### src/design/touch_consts.svh
/*
 * Register offsets, field positions, reset values and key bytes for the
 * touch baseline configuration block.
 * Assumes the serial-bus slave delivers byte-wide register accesses on clk.
 */
// Functional notes
// - hold baseline when raw count sits below it by more than negative limit
// - count such low samples; at the reset count, load baseline with raw count
// - writing one to filter bit 7 resets all baselines; bit self-clears
// - filter bit 5 set drops samples taken during serial-bus traffic
// - filter bit 4 switches raw-count averaging on or off
// - average depth code 00/01/10/11 selects 2/4/8/16 samples
// - scan-order bit 0 sets sensor scan place; writable only in setup mode
// - single-button build omits the second sensor's scan, threshold, current registers
// - each sensor has an 8-bit touch threshold, range 3..255, default 64h; the code stores any written value, 0..2 included
// - excitation current write of zero becomes 10; 1..255 kept as written
// - key bytes 3Ch A5h 69h to guard register clear the guard state bit
// - key bytes 96h 5Ah C3h to guard register set the guard state bit
// - while locked, writes to slave-address register 7Ch are ignored
// - a new slave address takes effect only once access is locked again
// - guard register bit 0 reads 0 when unlocked, 1 when locked
// - small positive differences fill a bucket; full bucket bumps baseline, empties
`ifndef TOUCH_CONSTS_SVH
`define TOUCH_CONSTS_SVH

`define OFF_NEG_NOISE       8'h54
`define OFF_LOW_RESET       8'h55
`define OFF_FILTER          8'h56
`define OFF_SCAN0           8'h5c
`define OFF_SCAN1           8'h5d
`define OFF_THRESH0         8'h66
`define OFF_THRESH1         8'h67
`define OFF_CURRENT0        8'h70
`define OFF_CURRENT1        8'h71
`define OFF_GUARD           8'h79
`define OFF_SLAVE_ADDR      8'h7c

`define RST_NEG_NOISE       8'h0a
`define RST_LOW_RESET       8'h0a
`define RST_FILTER          8'h20
`define RST_SCAN            1'h0
`define RST_THRESH          8'h64
`define RST_CURRENT         8'h0a
`define RST_GUARD           1'h0
`define RST_SLAVE_ADDR      8'h00

`define FLT_FORCE_BIT       7
`define FLT_DROP_BIT        5
`define FLT_AVG_BIT         4
`define FLT_WRITE_MASK      8'h33

`define CURRENT_DEFAULT     8'h0a

`define KEY_UNLOCK_0        8'h3c
`define KEY_UNLOCK_1        8'ha5
`define KEY_UNLOCK_2        8'h69
`define KEY_LOCK_0          8'h96
`define KEY_LOCK_1          8'h5a
`define KEY_LOCK_2          8'hc3

`endif

### src/design/touch_pkg.sv
/*
 * Types shared by the touch configuration registers and the per-sensor
 * baseline tracker: guard sequence states and the packed state records.
 * Assumes at most two sensors and 16-bit raw counts.
 */
package touch_pkg;

    typedef enum logic [2:0] {
        seq_idle    = 3'b000,
        seq_unlock1 = 3'b001,
        seq_unlock2 = 3'b010,
        seq_lock1   = 3'b011,
        seq_lock2   = 3'b100
    } guard_seq_t;

    typedef struct packed {
        logic [19:0] sum;
        logic [4:0]  avg_cnt;
        logic [15:0] baseline;
        logic [15:0] bucket;
        logic [7:0]  low_cnt;
        logic [15:0] last_raw;
        logic        bus_seen;
        logic        primed;
    } tracker_state_t;

    typedef struct packed {
        logic [7:0]       neg_noise;
        logic [7:0]       low_reset;
        logic [7:0]       filter;
        logic             force_reset;
        logic [1:0]       scan;
        logic [1:0][7:0]  thresh;
        logic [1:0][7:0]  current;
        logic             guard;
        guard_seq_t       seq;
        logic [7:0]       addr_pending;
        logic [7:0]       addr_active;
        logic [7:0]       rdata;
    } regs_state_t;

endpackage

### src/design/track_if.sv
/*
 * Carrier between the register bank and one baseline tracker: shared
 * tracking settings go down, the tracked baseline comes back.
 * Assumes one instance per sensor, all on the same clock.
 */
`timescale 1ns/10ps
interface track_if;
    logic [7:0]  noise_limit;
    logic [7:0]  negative_noise_limit;
    logic [7:0]  low_sample_reset_count;
    logic [7:0]  bucket_limit;
    logic        force_baseline_reset;
    logic        bus_activity_sample_drop;
    logic        avg_enable;
    logic [1:0]  avg_order;
    logic [15:0] baseline;

    modport cfg (
        output noise_limit,
        output negative_noise_limit,
        output low_sample_reset_count,
        output bucket_limit,
        output force_baseline_reset,
        output bus_activity_sample_drop,
        output avg_enable,
        output avg_order,
        input  baseline
    );

    modport trk (
        input  noise_limit,
        input  negative_noise_limit,
        input  low_sample_reset_count,
        input  bucket_limit,
        input  force_baseline_reset,
        input  bus_activity_sample_drop,
        input  avg_enable,
        input  avg_order,
        output baseline
    );
endinterface

### src/design/touch_baseline_config_regs.sv
/*
 * Configuration register bank for a one- or two-sensor touch controller:
 * baseline tracking settings, raw-count filtering, per-sensor scan order,
 * touch thresholds, excitation currents and the keyed slave-address guard.
 * Holds one baseline tracker per present sensor.
 * Assumes the serial-bus slave on clk hands over byte accesses as a one-cycle
 * write or read strobe with address, and that the analog core supplies raw
 * counts on clk. Noise and bucket limits come from registers kept elsewhere.
 */
`timescale 1ns/10ps
`include "touch_consts.svh"
module touch_baseline_config_regs #(
    parameter int NUM_SENSORS = 2
) (
    // clock and reset
    input  wire logic             clk,
    input  wire logic             rst,
    // register access from the serial-bus slave
    input  wire logic             reg_write,
    input  wire logic             reg_read,
    input  wire logic [7:0]       reg_addr,
    input  wire logic [7:0]       reg_wdata,
    output logic      [7:0]       reg_rdata,
    // device mode and serial-bus activity
    input  wire logic             setup_mode,
    input  wire logic             bus_active,
    // shared limits held by neighbouring registers
    input  wire logic [7:0]       noise_limit,
    input  wire logic [7:0]       bucket_limit,
    // sensing core samples
    input  wire logic [1:0][15:0] raw_count,
    input  wire logic [1:0]       sample_valid,
    // settings to the sensing core
    output logic      [1:0]       scan_order,
    output logic      [1:0][7:0]  touch_threshold,
    output logic      [1:0][7:0]  excitation_current,
    output logic      [1:0][15:0] baseline,
    // slave address to the bus slave
    output logic      [7:0]       slave_address_register,
    output logic                  address_guard_state
);
    touch_pkg::regs_state_t r;
    touch_pkg::regs_state_t next_r;

    // per-sensor presence mask; the second sensor is absent in the single build
    logic [1:0] present;

    // write strobes per register
    logic wr_neg;
    logic wr_low;
    logic wr_flt;
    logic wr_guard;
    logic wr_addr;

    // sensor availability decode
    assign present[0] = 1'b1;
    assign present[1] = (NUM_SENSORS > 1);

    // shared register write decode
    assign wr_neg   = reg_write && (reg_addr == `OFF_NEG_NOISE);
    assign wr_low   = reg_write && (reg_addr == `OFF_LOW_RESET);
    assign wr_flt   = reg_write && (reg_addr == `OFF_FILTER);
    assign wr_guard = reg_write && (reg_addr == `OFF_GUARD);
    assign wr_addr  = reg_write && (reg_addr == `OFF_SLAVE_ADDR);

    // outputs straight from the state register
    assign reg_rdata              = r.rdata;
    assign scan_order             = r.scan;
    assign touch_threshold        = r.thresh;
    assign excitation_current     = r.current;
    assign slave_address_register = r.addr_active;
    assign address_guard_state    = r.guard;

    // register writes, guard sequence and read data
    always_comb begin
        logic [7:0] rd;
        rd     = 8'h00;
        next_r = r;

        // forced baseline reset is a one-cycle pulse; bit 7 never stores
        next_r.force_reset = wr_flt && reg_wdata[`FLT_FORCE_BIT];

        if (wr_neg) begin
            next_r.neg_noise = reg_wdata;
        end
        if (wr_low) begin
            next_r.low_reset = reg_wdata;
        end
        if (wr_flt) begin
            next_r.filter = reg_wdata & `FLT_WRITE_MASK;
        end

        // per-sensor scan order, threshold and excitation current
        for (int i = 0; i < 2; i++) begin
            if (present[i] && reg_write) begin
                if (reg_addr == 8'(`OFF_SCAN0 + i) && setup_mode) begin
                    next_r.scan[i] = reg_wdata[0];
                end
                if (reg_addr == 8'(`OFF_THRESH0 + i)) begin
                    next_r.thresh[i] = reg_wdata;
                end
                if (reg_addr == 8'(`OFF_CURRENT0 + i)) begin
                    // zero falls back to the default current
                    next_r.current[i] = (reg_wdata == 8'h00) ? `CURRENT_DEFAULT : reg_wdata;
                end
            end
        end

        // keyed guard sequence; any wrong byte restarts the match
        if (wr_guard) begin
            unique case (r.seq)
                touch_pkg::seq_unlock1: begin
                    next_r.seq = (reg_wdata == `KEY_UNLOCK_1) ? touch_pkg::seq_unlock2 : touch_pkg::seq_idle;
                end
                touch_pkg::seq_unlock2: begin
                    next_r.seq = touch_pkg::seq_idle;
                    if (reg_wdata == `KEY_UNLOCK_2) begin
                        next_r.guard = 1'b0;
                    end
                end
                touch_pkg::seq_lock1: begin
                    next_r.seq = (reg_wdata == `KEY_LOCK_1) ? touch_pkg::seq_lock2 : touch_pkg::seq_idle;
                end
                touch_pkg::seq_lock2: begin
                    next_r.seq = touch_pkg::seq_idle;
                    if (reg_wdata == `KEY_LOCK_2) begin
                        next_r.guard       = 1'b1;
                        next_r.addr_active = r.addr_pending;
                    end
                end
                default: begin
                    next_r.seq = touch_pkg::seq_idle;
                end
            endcase
            // a first key byte always starts a fresh sequence
            if (reg_wdata == `KEY_UNLOCK_0) begin
                next_r.seq = touch_pkg::seq_unlock1;
            end else if (reg_wdata == `KEY_LOCK_0) begin
                next_r.seq = touch_pkg::seq_lock1;
            end
            if (r.seq == touch_pkg::seq_unlock2 && reg_wdata == `KEY_UNLOCK_2) begin
                next_r.seq = touch_pkg::seq_idle;
            end
            if (r.seq == touch_pkg::seq_lock2 && reg_wdata == `KEY_LOCK_2) begin
                next_r.seq = touch_pkg::seq_idle;
            end
        end

        // new slave address is only staged, and only while unlocked
        if (wr_addr && !r.guard) begin
            next_r.addr_pending = reg_wdata;
        end

        // read data mux; unmapped or absent offsets read zero
        unique case (reg_addr)
            `OFF_NEG_NOISE:  rd = r.neg_noise;
            `OFF_LOW_RESET:  rd = r.low_reset;
            `OFF_FILTER:     rd = r.filter;
            `OFF_SCAN0:      rd = {7'h00, r.scan[0]};
            `OFF_SCAN1:      rd = present[1] ? {7'h00, r.scan[1]} : 8'h00;
            `OFF_THRESH0:    rd = r.thresh[0];
            `OFF_THRESH1:    rd = present[1] ? r.thresh[1] : 8'h00;
            `OFF_CURRENT0:   rd = r.current[0];
            `OFF_CURRENT1:   rd = present[1] ? r.current[1] : 8'h00;
            `OFF_GUARD:      rd = {7'h00, r.guard};
            `OFF_SLAVE_ADDR: rd = r.addr_pending;
            default:         rd = 8'h00;
        endcase
        if (reg_read) begin
            next_r.rdata = rd;
        end
    end

    // state register with documented reset values
    always_ff @(posedge clk or posedge rst) begin
        if (rst) begin
            r.neg_noise    <= `RST_NEG_NOISE;
            r.low_reset    <= `RST_LOW_RESET;
            r.filter       <= `RST_FILTER;
            r.force_reset  <= 1'b0;
            r.scan         <= {2{`RST_SCAN}};
            r.thresh       <= {2{`RST_THRESH}};
            r.current      <= {2{`RST_CURRENT}};
            r.guard        <= `RST_GUARD;
            r.seq          <= touch_pkg::seq_idle;
            r.addr_pending <= `RST_SLAVE_ADDR;
            r.addr_active  <= `RST_SLAVE_ADDR;
            r.rdata        <= 8'h00;
        end else begin
            r <= next_r;
        end
    end

    // one tracker per present sensor; absent sensor baseline reads zero
    for (genvar g = 0; g < 2; g++) begin : g_sensor
        if (g < NUM_SENSORS) begin : g_on
            track_if tif ();

            // shared settings to this sensor's tracker
            assign tif.noise_limit              = noise_limit;
            assign tif.negative_noise_limit     = r.neg_noise;
            assign tif.low_sample_reset_count   = r.low_reset;
            assign tif.bucket_limit             = bucket_limit;
            assign tif.force_baseline_reset     = r.force_reset;
            assign tif.bus_activity_sample_drop = r.filter[`FLT_DROP_BIT];
            assign tif.avg_enable               = r.filter[`FLT_AVG_BIT];
            assign tif.avg_order                = r.filter[1:0];
            assign baseline[g]                  = tif.baseline;

            baseline_tracker u_tracker (
                .clk          (clk),
                .rst          (rst),
                .tif          (tif),
                .raw_count    (raw_count[g]),
                .sample_valid (sample_valid[g]),
                .bus_active   (bus_active)
            );
        end else begin : g_off
            assign baseline[g] = 16'h0000;
        end
    end
endmodule

### src/design/baseline_tracker.sv
/*
 * Per-sensor raw-count filter and baseline tracker.
 * Assumes raw_count, sample_valid and bus_active come from logic on clk.
 */
`timescale 1ns/10ps
`include "touch_consts.svh"
module baseline_tracker (
    // clock and reset
    input  wire logic        clk,
    input  wire logic        rst,
    // settings and baseline
    track_if.trk             tif,
    // sensing core samples
    input  wire logic [15:0] raw_count,
    input  wire logic        sample_valid,
    input  wire logic        bus_active
);
    touch_pkg::tracker_state_t s;
    touch_pkg::tracker_state_t next_s;

    assign tif.baseline = s.baseline;

    // filter, average, track
    always_comb begin
        logic [19:0] sum;
        logic [4:0]  depth;
        logic [15:0] filt;
        logic        filt_valid;
        logic [15:0] diff;
        sum        = 20'h00000;
        depth      = 5'h00;
        filt       = 16'h0000;
        filt_valid = 1'b0;
        diff       = 16'h0000;
        next_s     = s;
        // traffic seen since the last sample
        next_s.bus_seen = sample_valid ? 1'b0 : (s.bus_seen | bus_active);
        if (!tif.avg_enable) begin
            next_s.sum     = 20'h00000;
            next_s.avg_cnt = 5'h00;
        end
        if (tif.force_baseline_reset) begin
            next_s.baseline = s.last_raw;
            next_s.low_cnt  = 8'h00;
            next_s.bucket   = 16'h0000;
        end else if (sample_valid) begin
            if (tif.bus_activity_sample_drop && (s.bus_seen || bus_active)) begin
                filt_valid = 1'b0;
            end else if (tif.avg_enable) begin
                depth = 5'(5'h02 << tif.avg_order);
                sum   = s.sum + 20'(raw_count);
                if (s.avg_cnt + 5'h01 == depth) begin
                    filt           = 16'(sum >> ({1'b0, tif.avg_order} + 3'h1));
                    filt_valid     = 1'b1;
                    next_s.sum     = 20'h00000;
                    next_s.avg_cnt = 5'h00;
                end else begin
                    next_s.sum     = sum;
                    next_s.avg_cnt = s.avg_cnt + 5'h01;
                end
            end else begin
                filt       = raw_count;
                filt_valid = 1'b1;
            end
        end
        if (filt_valid) begin
            next_s.last_raw = filt;
            if (!s.primed) begin
                next_s.baseline = filt;
                next_s.primed   = 1'b1;
            end else if (filt < s.baseline) begin
                diff = s.baseline - filt;
                next_s.bucket = 16'h0000;
                if (diff > 16'(tif.negative_noise_limit)) begin
                    // baseline held while low
                    if (s.low_cnt + 8'h01 >= tif.low_sample_reset_count) begin
                        next_s.baseline = filt;
                        next_s.low_cnt  = 8'h00;
                    end else begin
                        next_s.low_cnt = s.low_cnt + 8'h01;
                    end
                end else begin
                    next_s.baseline = filt; // small dips are followed
                    next_s.low_cnt  = 8'h00;
                end
            end else begin
                diff = filt - s.baseline;
                next_s.low_cnt = 8'h00;
                if (diff < 16'(tif.noise_limit)) begin
                    if (s.bucket + diff >= 16'(tif.bucket_limit)) begin
                        next_s.baseline = s.baseline + 16'h0001;
                        next_s.bucket   = 16'h0000;
                    end else begin
                        next_s.bucket = s.bucket + diff;
                    end
                end
            end
        end
    end

    // state register
    always_ff @(posedge clk or posedge rst) begin
        if (rst) begin
            s <= '0;
        end else begin
            s <= next_s;
        end
    end
endmodule

### config.mk
export PLATFORM = sky130hd
export DESIGN_NAME = touch_baseline_config_regs
export DESIGN_NICKNAME = d
export VERILOG_FILES = /design/src/design/touch_pkg.sv /design/src/design/track_if.sv /design/src/design/touch_baseline_config_regs.sv /design/src/design/baseline_tracker.sv
export VERILOG_INCLUDE_DIRS = /design/src /design/src/design
export SDC_FILE = /design/constraint.sdc
export NUM_CORES = 1
export LEC_CHECK = 0
export BUFFER_PORTS_ARGS = -buffer_cell sky130_fd_sc_hd__buf_2
export CAP_MARGIN = 30
export CORE_UTILIZATION = 62
export CTS_BUF_LIST = sky130_fd_sc_hd__clkbuf_16
export DETAILED_ROUTE_END_ITERATION = 6
export PLACE_DENSITY = 0.88
export REMOVE_ABC_BUFFERS = 1
export SKIP_LAST_GASP = 1
export SLEW_MARGIN = 20
export SYNTH_ARGS = -nofsm -noshare
export SYNTH_HDL_FRONTEND = slang
export SYNTH_SLANG_ARGS = --single-unit
export TNS_END_PERCENT = 10
### constraint.sdc
create_clock -name clk -period 20.2 [get_ports clk]
set_input_delay 4.04 -clock clk [delete_from_list [all_inputs] [get_ports clk]]
set_output_delay 4.04 -clock clk [all_outputs]
set_load 0.02 [all_outputs]
==> summary.md <==
| Metric | Value |
|---|---|
| Status | `complete, no violations` |
| I/O pin count | `approximately 160` |
| Post-DP HPWL | `between 40,000 and 50,000 um` |
| Final setup fails | `0` |
| Initial antenna violation count | `0` |
| Register area | `between 6000 and 7000 um^2` |
| Clk slew on worst S/H paths | `around 70 ps` |
| YS warnings | `0` |
| First-pass GRT wire length | `104,000 um` |
| Wire per inst | `21.2 um` |
| Layout Skew | `~14 ps` |
| Vias per cell | `6.71` |
| # resized after CTS | `0` |
| # nets final | `2,874` |
| Post-CTS setup buffer count | `0` |
| Final Cycle Share | `0.606` |
| Largest net degree at the start of global routing | `139` |
| DRT antenna net count | `0` |
| Final Hold Fails | `0` |
| Area of the multi-input gates | `14,100 um^2` |
| Slew @ Worst Pin | `974 ps` |
| Number of synthesized register bits | `249` |
| Syn Inst Count | `2,572` |
| Bufs on Longest Clock Path | `3` |
| Part of the Yosys area used for sequential elements | `0.284` |
| HP Class | `reg -> reg` |
| Die Wd | `190 um` |
| Die area | `~36,000 um^2` |
| RD Place Congestion | `0.988` |
| Drt total wl | `roughly 65,000 um` |
| Grt total ovfl | `0` |
| Starting density of the core | `0.634` |
| PortBufs | `between 150 and 200` |
| Total CTS buffers | `29` |
| Crit. End Element | `flip-flop` |
| Clk_lat worst skew | `just under 600 ps` |
| Layout cell share with drive strength beyond 1 | `0.138` |
| Crit Path Category | `in -> reg` |
| Crit Path Max Fanout | `21` |
| Setup crit start kind | `input port` |
| CTS tree | `done` |
| Slowest cell on the critical path | `nand3_1` |
| Cell Pwr Density | `115 nW/um^2` |
| Vias in the first global route | `19.8k` |
| Max VDD drop | `0.0942 mV` |
| Synth Area per Inst | `8.56 um^2` |
| Min cycle time layout | `12,230 ps` |
| Slew headroom | `0.351` |
| Area post-placement | `22,500 um^2` |
| DR iter-0 viols | `around 2.4k` |
| DR vias | `20.7k` |
| Cell Rows | `68` |
| Drt pass-1 iters | `7` |
| Mapped Area | `22,000 um^2` |
| Count of filler cells inserted in the layout | `2,730` |
| Number of synthesized flops with an enable pin | `0` |
| Clock sinks | `approximately 250` |
| Largest stage delay on the critical path | `between 600 and 700 ps` |
| Number of H-tree levels | `1` |
| Final Max Tran Viols | `0` |
| Asr flop ratio synth | `1.00` |
| Worst Path Required | `approximately 21,000 ps` |
| Crit path DAT | `12,750 ps` |
| Overall Global Routing Usage | `0.355` |
| Layout area overhead | `6.91%` |
| Hold Buf Count CTS | `0` |
| Yosys cell types | `roughly 90` |
| Fin Setup TNS | `0 ps` |
| Die Span Y | `190 um` |
| Top_reg_cell synth | `dfrtp_1` |
| Clock root buffer | `clkbuf_16` |
| # DRC | `0` |
| Core ar. | `34,700 um^2` |
| RSZ-0062 raised after global routing | `false` |
| Post-route cell area | `approximately 24,000 um^2` |
| Highest Clock Rate | `roughly 82 MHz` |
| Max-capacitance violation count | `0` |
| Leakage | `11.3 nW` |
[synthesized netlist by cell type (33+ instances only)]
| library cell | count | area (um^2) |
|---|---|---|
| a21o_1 | 54 | 405 |
| a21oi_1 | 146 | 731 |
| a22o_1 | 54 | 473 |
| buf_4 | 82 | 616 |
| clkbuf_1 | 83 | 312 |
| dfrtp_1 | 234 | 5860 |
| ha_1 | 196 | 2450 |
| inv_1 | 163 | 612 |
| mux2_2 | 87 | 980 |
| mux2i_1 | 67 | 671 |
| nand2_1 | 276 | 1040 |
| nand2b_1 | 41 | 257 |
| nand3_1 | 56 | 280 |
| nand4_1 | 37 | 231 |
| nor2_1 | 150 | 563 |
| nor2b_1 | 33 | 206 |
| nor3_1 | 42 | 210 |
| o21a_1 | 34 | 255 |
| o21ai_0 | 128 | 641 |
| o22ai_1 | 33 | 206 |
| xnor2_1 | 85 | 744 |
| xor2_1 | 36 | 315 |
[metal layers]
layer	vias up	GRT usage	wire length [um]
met4	0	0.130	2510
met3	202	0.0488	5790
met2	1125	0.588	30500
met1	9958	0.470	26500
met5	-	0	0
li1	9365	-	-
[cells by family after synthesis]
group	Yosys count	share of synthesized area
buffers and inverters	352	0.0749
and+or+nand+nor	762	0.167
AOI/OAI and AO/OA	723	0.226
xor gates and xnor gates	122	0.0492
muxes	160	0.0806
adders and majority gates	204	0.119
DFF	249	0.284
[placed cells by master (no fill, tap or decap), types with 17 or more instances in the layout]
cell type	netlist	final
o21a_1	34	34
o31ai_1	17	17
o21ai_0	128	128
a21oi_1	146	146
a31oi_1	19	19
a21o_1	54	54
xor2_1	36	36
clkbuf_16	0	29
nand3_1	56	56
nor2b_1	33	33
nand2b_1	41	41
and3_1	26	26
buf_2	11	155
mux2i_1	67	67
and2_1	29	29
nor2_1	150	150
nor3_1	42	40
inv_1	163	166
nand2_1	276	276
ha_1	196	196
a22o_1	54	54
xnor2_1	85	85
mux2_2	87	87
a211oi_1	31	31
dfrtp_1	234	232
nand4_1	37	37
o22ai_1	33	33
buf_4	82	25
o211ai_1	31	31
[per-stage QoR]
step           std cells  total power [mW]  utilization  hold WS (ps)  worst slack (ps)
2_1_floorplan       2385              1.71            -           437              9110
3_3_place_gp        3016              2.04        0.649           452              7900
3_5_place_dp        3019              2.11        0.649           461              7630
4_1_cts             3073              2.66        0.677           479              8170
5_1_grt             3076              2.87        0.678           499              7540
6_report            3077              2.70        0.678           480              7970
[worst max-delay path, delay by kind of cell]
kind                     cells  cell delay [ps]
AO/OA/AOI/OAI               10             3330
AND/OR/NAND/NOR              9             2400
adder cells (fa/ha/maj)      4             1460
multiplexers                 2              920
buffers and inverters        4              380
XOR/XNOR                     1              220
[state kept, by name, indices dropped and copies added, names as in the netlist, 2 cells and up]
register,cells
r,11
scan_order,2
slave_address_register,8
g_sensor.g_on.tif.low_sample_reset_count,8
g_sensor.g_on.tif.negative_noise_limit,8
g_sensor.g_on.u_tracker.s,134
touch_threshold,16
g_sensor.g_on.u_tracker.tif.baseline,32
excitation_current,16
reg_rdata,8
g_sensor.g_on.tif.avg_order,2
[final cells by class]
| class | count | area share |
|---|---|---|
| clock buffer | 29 | 0.0308 |
| clock inverter | 25 | 0.00988 |
| multi-input combinational | 1971 | 0.600 |
| inverter | 165 | 0.0266 |
| antenna | 1 | 0.000106 |
| tap | 455 | 0.0242 |
| timing repair buffer | 182 | 0.0426 |
| sequential | 249 | 0.266 |
[worst paths after layout]
| path | start | endpoint | slack, ps | cells past startpoint |
|---|---|---|---|---|
| setup / recovery | raw_count[0] | g_sensor[0].g_on.u_tracker.tif.baseline[5] | 7970 | 30 |
| hold / removal | g_sensor[0].g_on.u_tracker.s[17] | g_sensor[0].g_on.u_tracker.s[17] | 480 | 2 |
| setup reg to reg | g_sensor[0].g_on.u_tracker.s[63] | g_sensor[0].g_on.u_tracker.tif.baseline[5] | 11190 | 29 |
| hold reg to reg | g_sensor[0].g_on.u_tracker.s[17] | g_sensor[0].g_on.u_tracker.s[17] | 480 | 2 |
| max in group asynchronous | rst | g_sensor[0].g_on.u_tracker.s[39] | 14850 | 4 |
| min in group asynchronous | rst | g_sensor[1].g_on.u_tracker.s[74] | 3430 | 2 |
[report_power, final]
group / switching [mW] / internal, mW
sequential: 0.0776 / 0.546
clock: 0.237 / 0.304
combinational: 0.944 / 0.591
(Power assumes the default switching activity.)
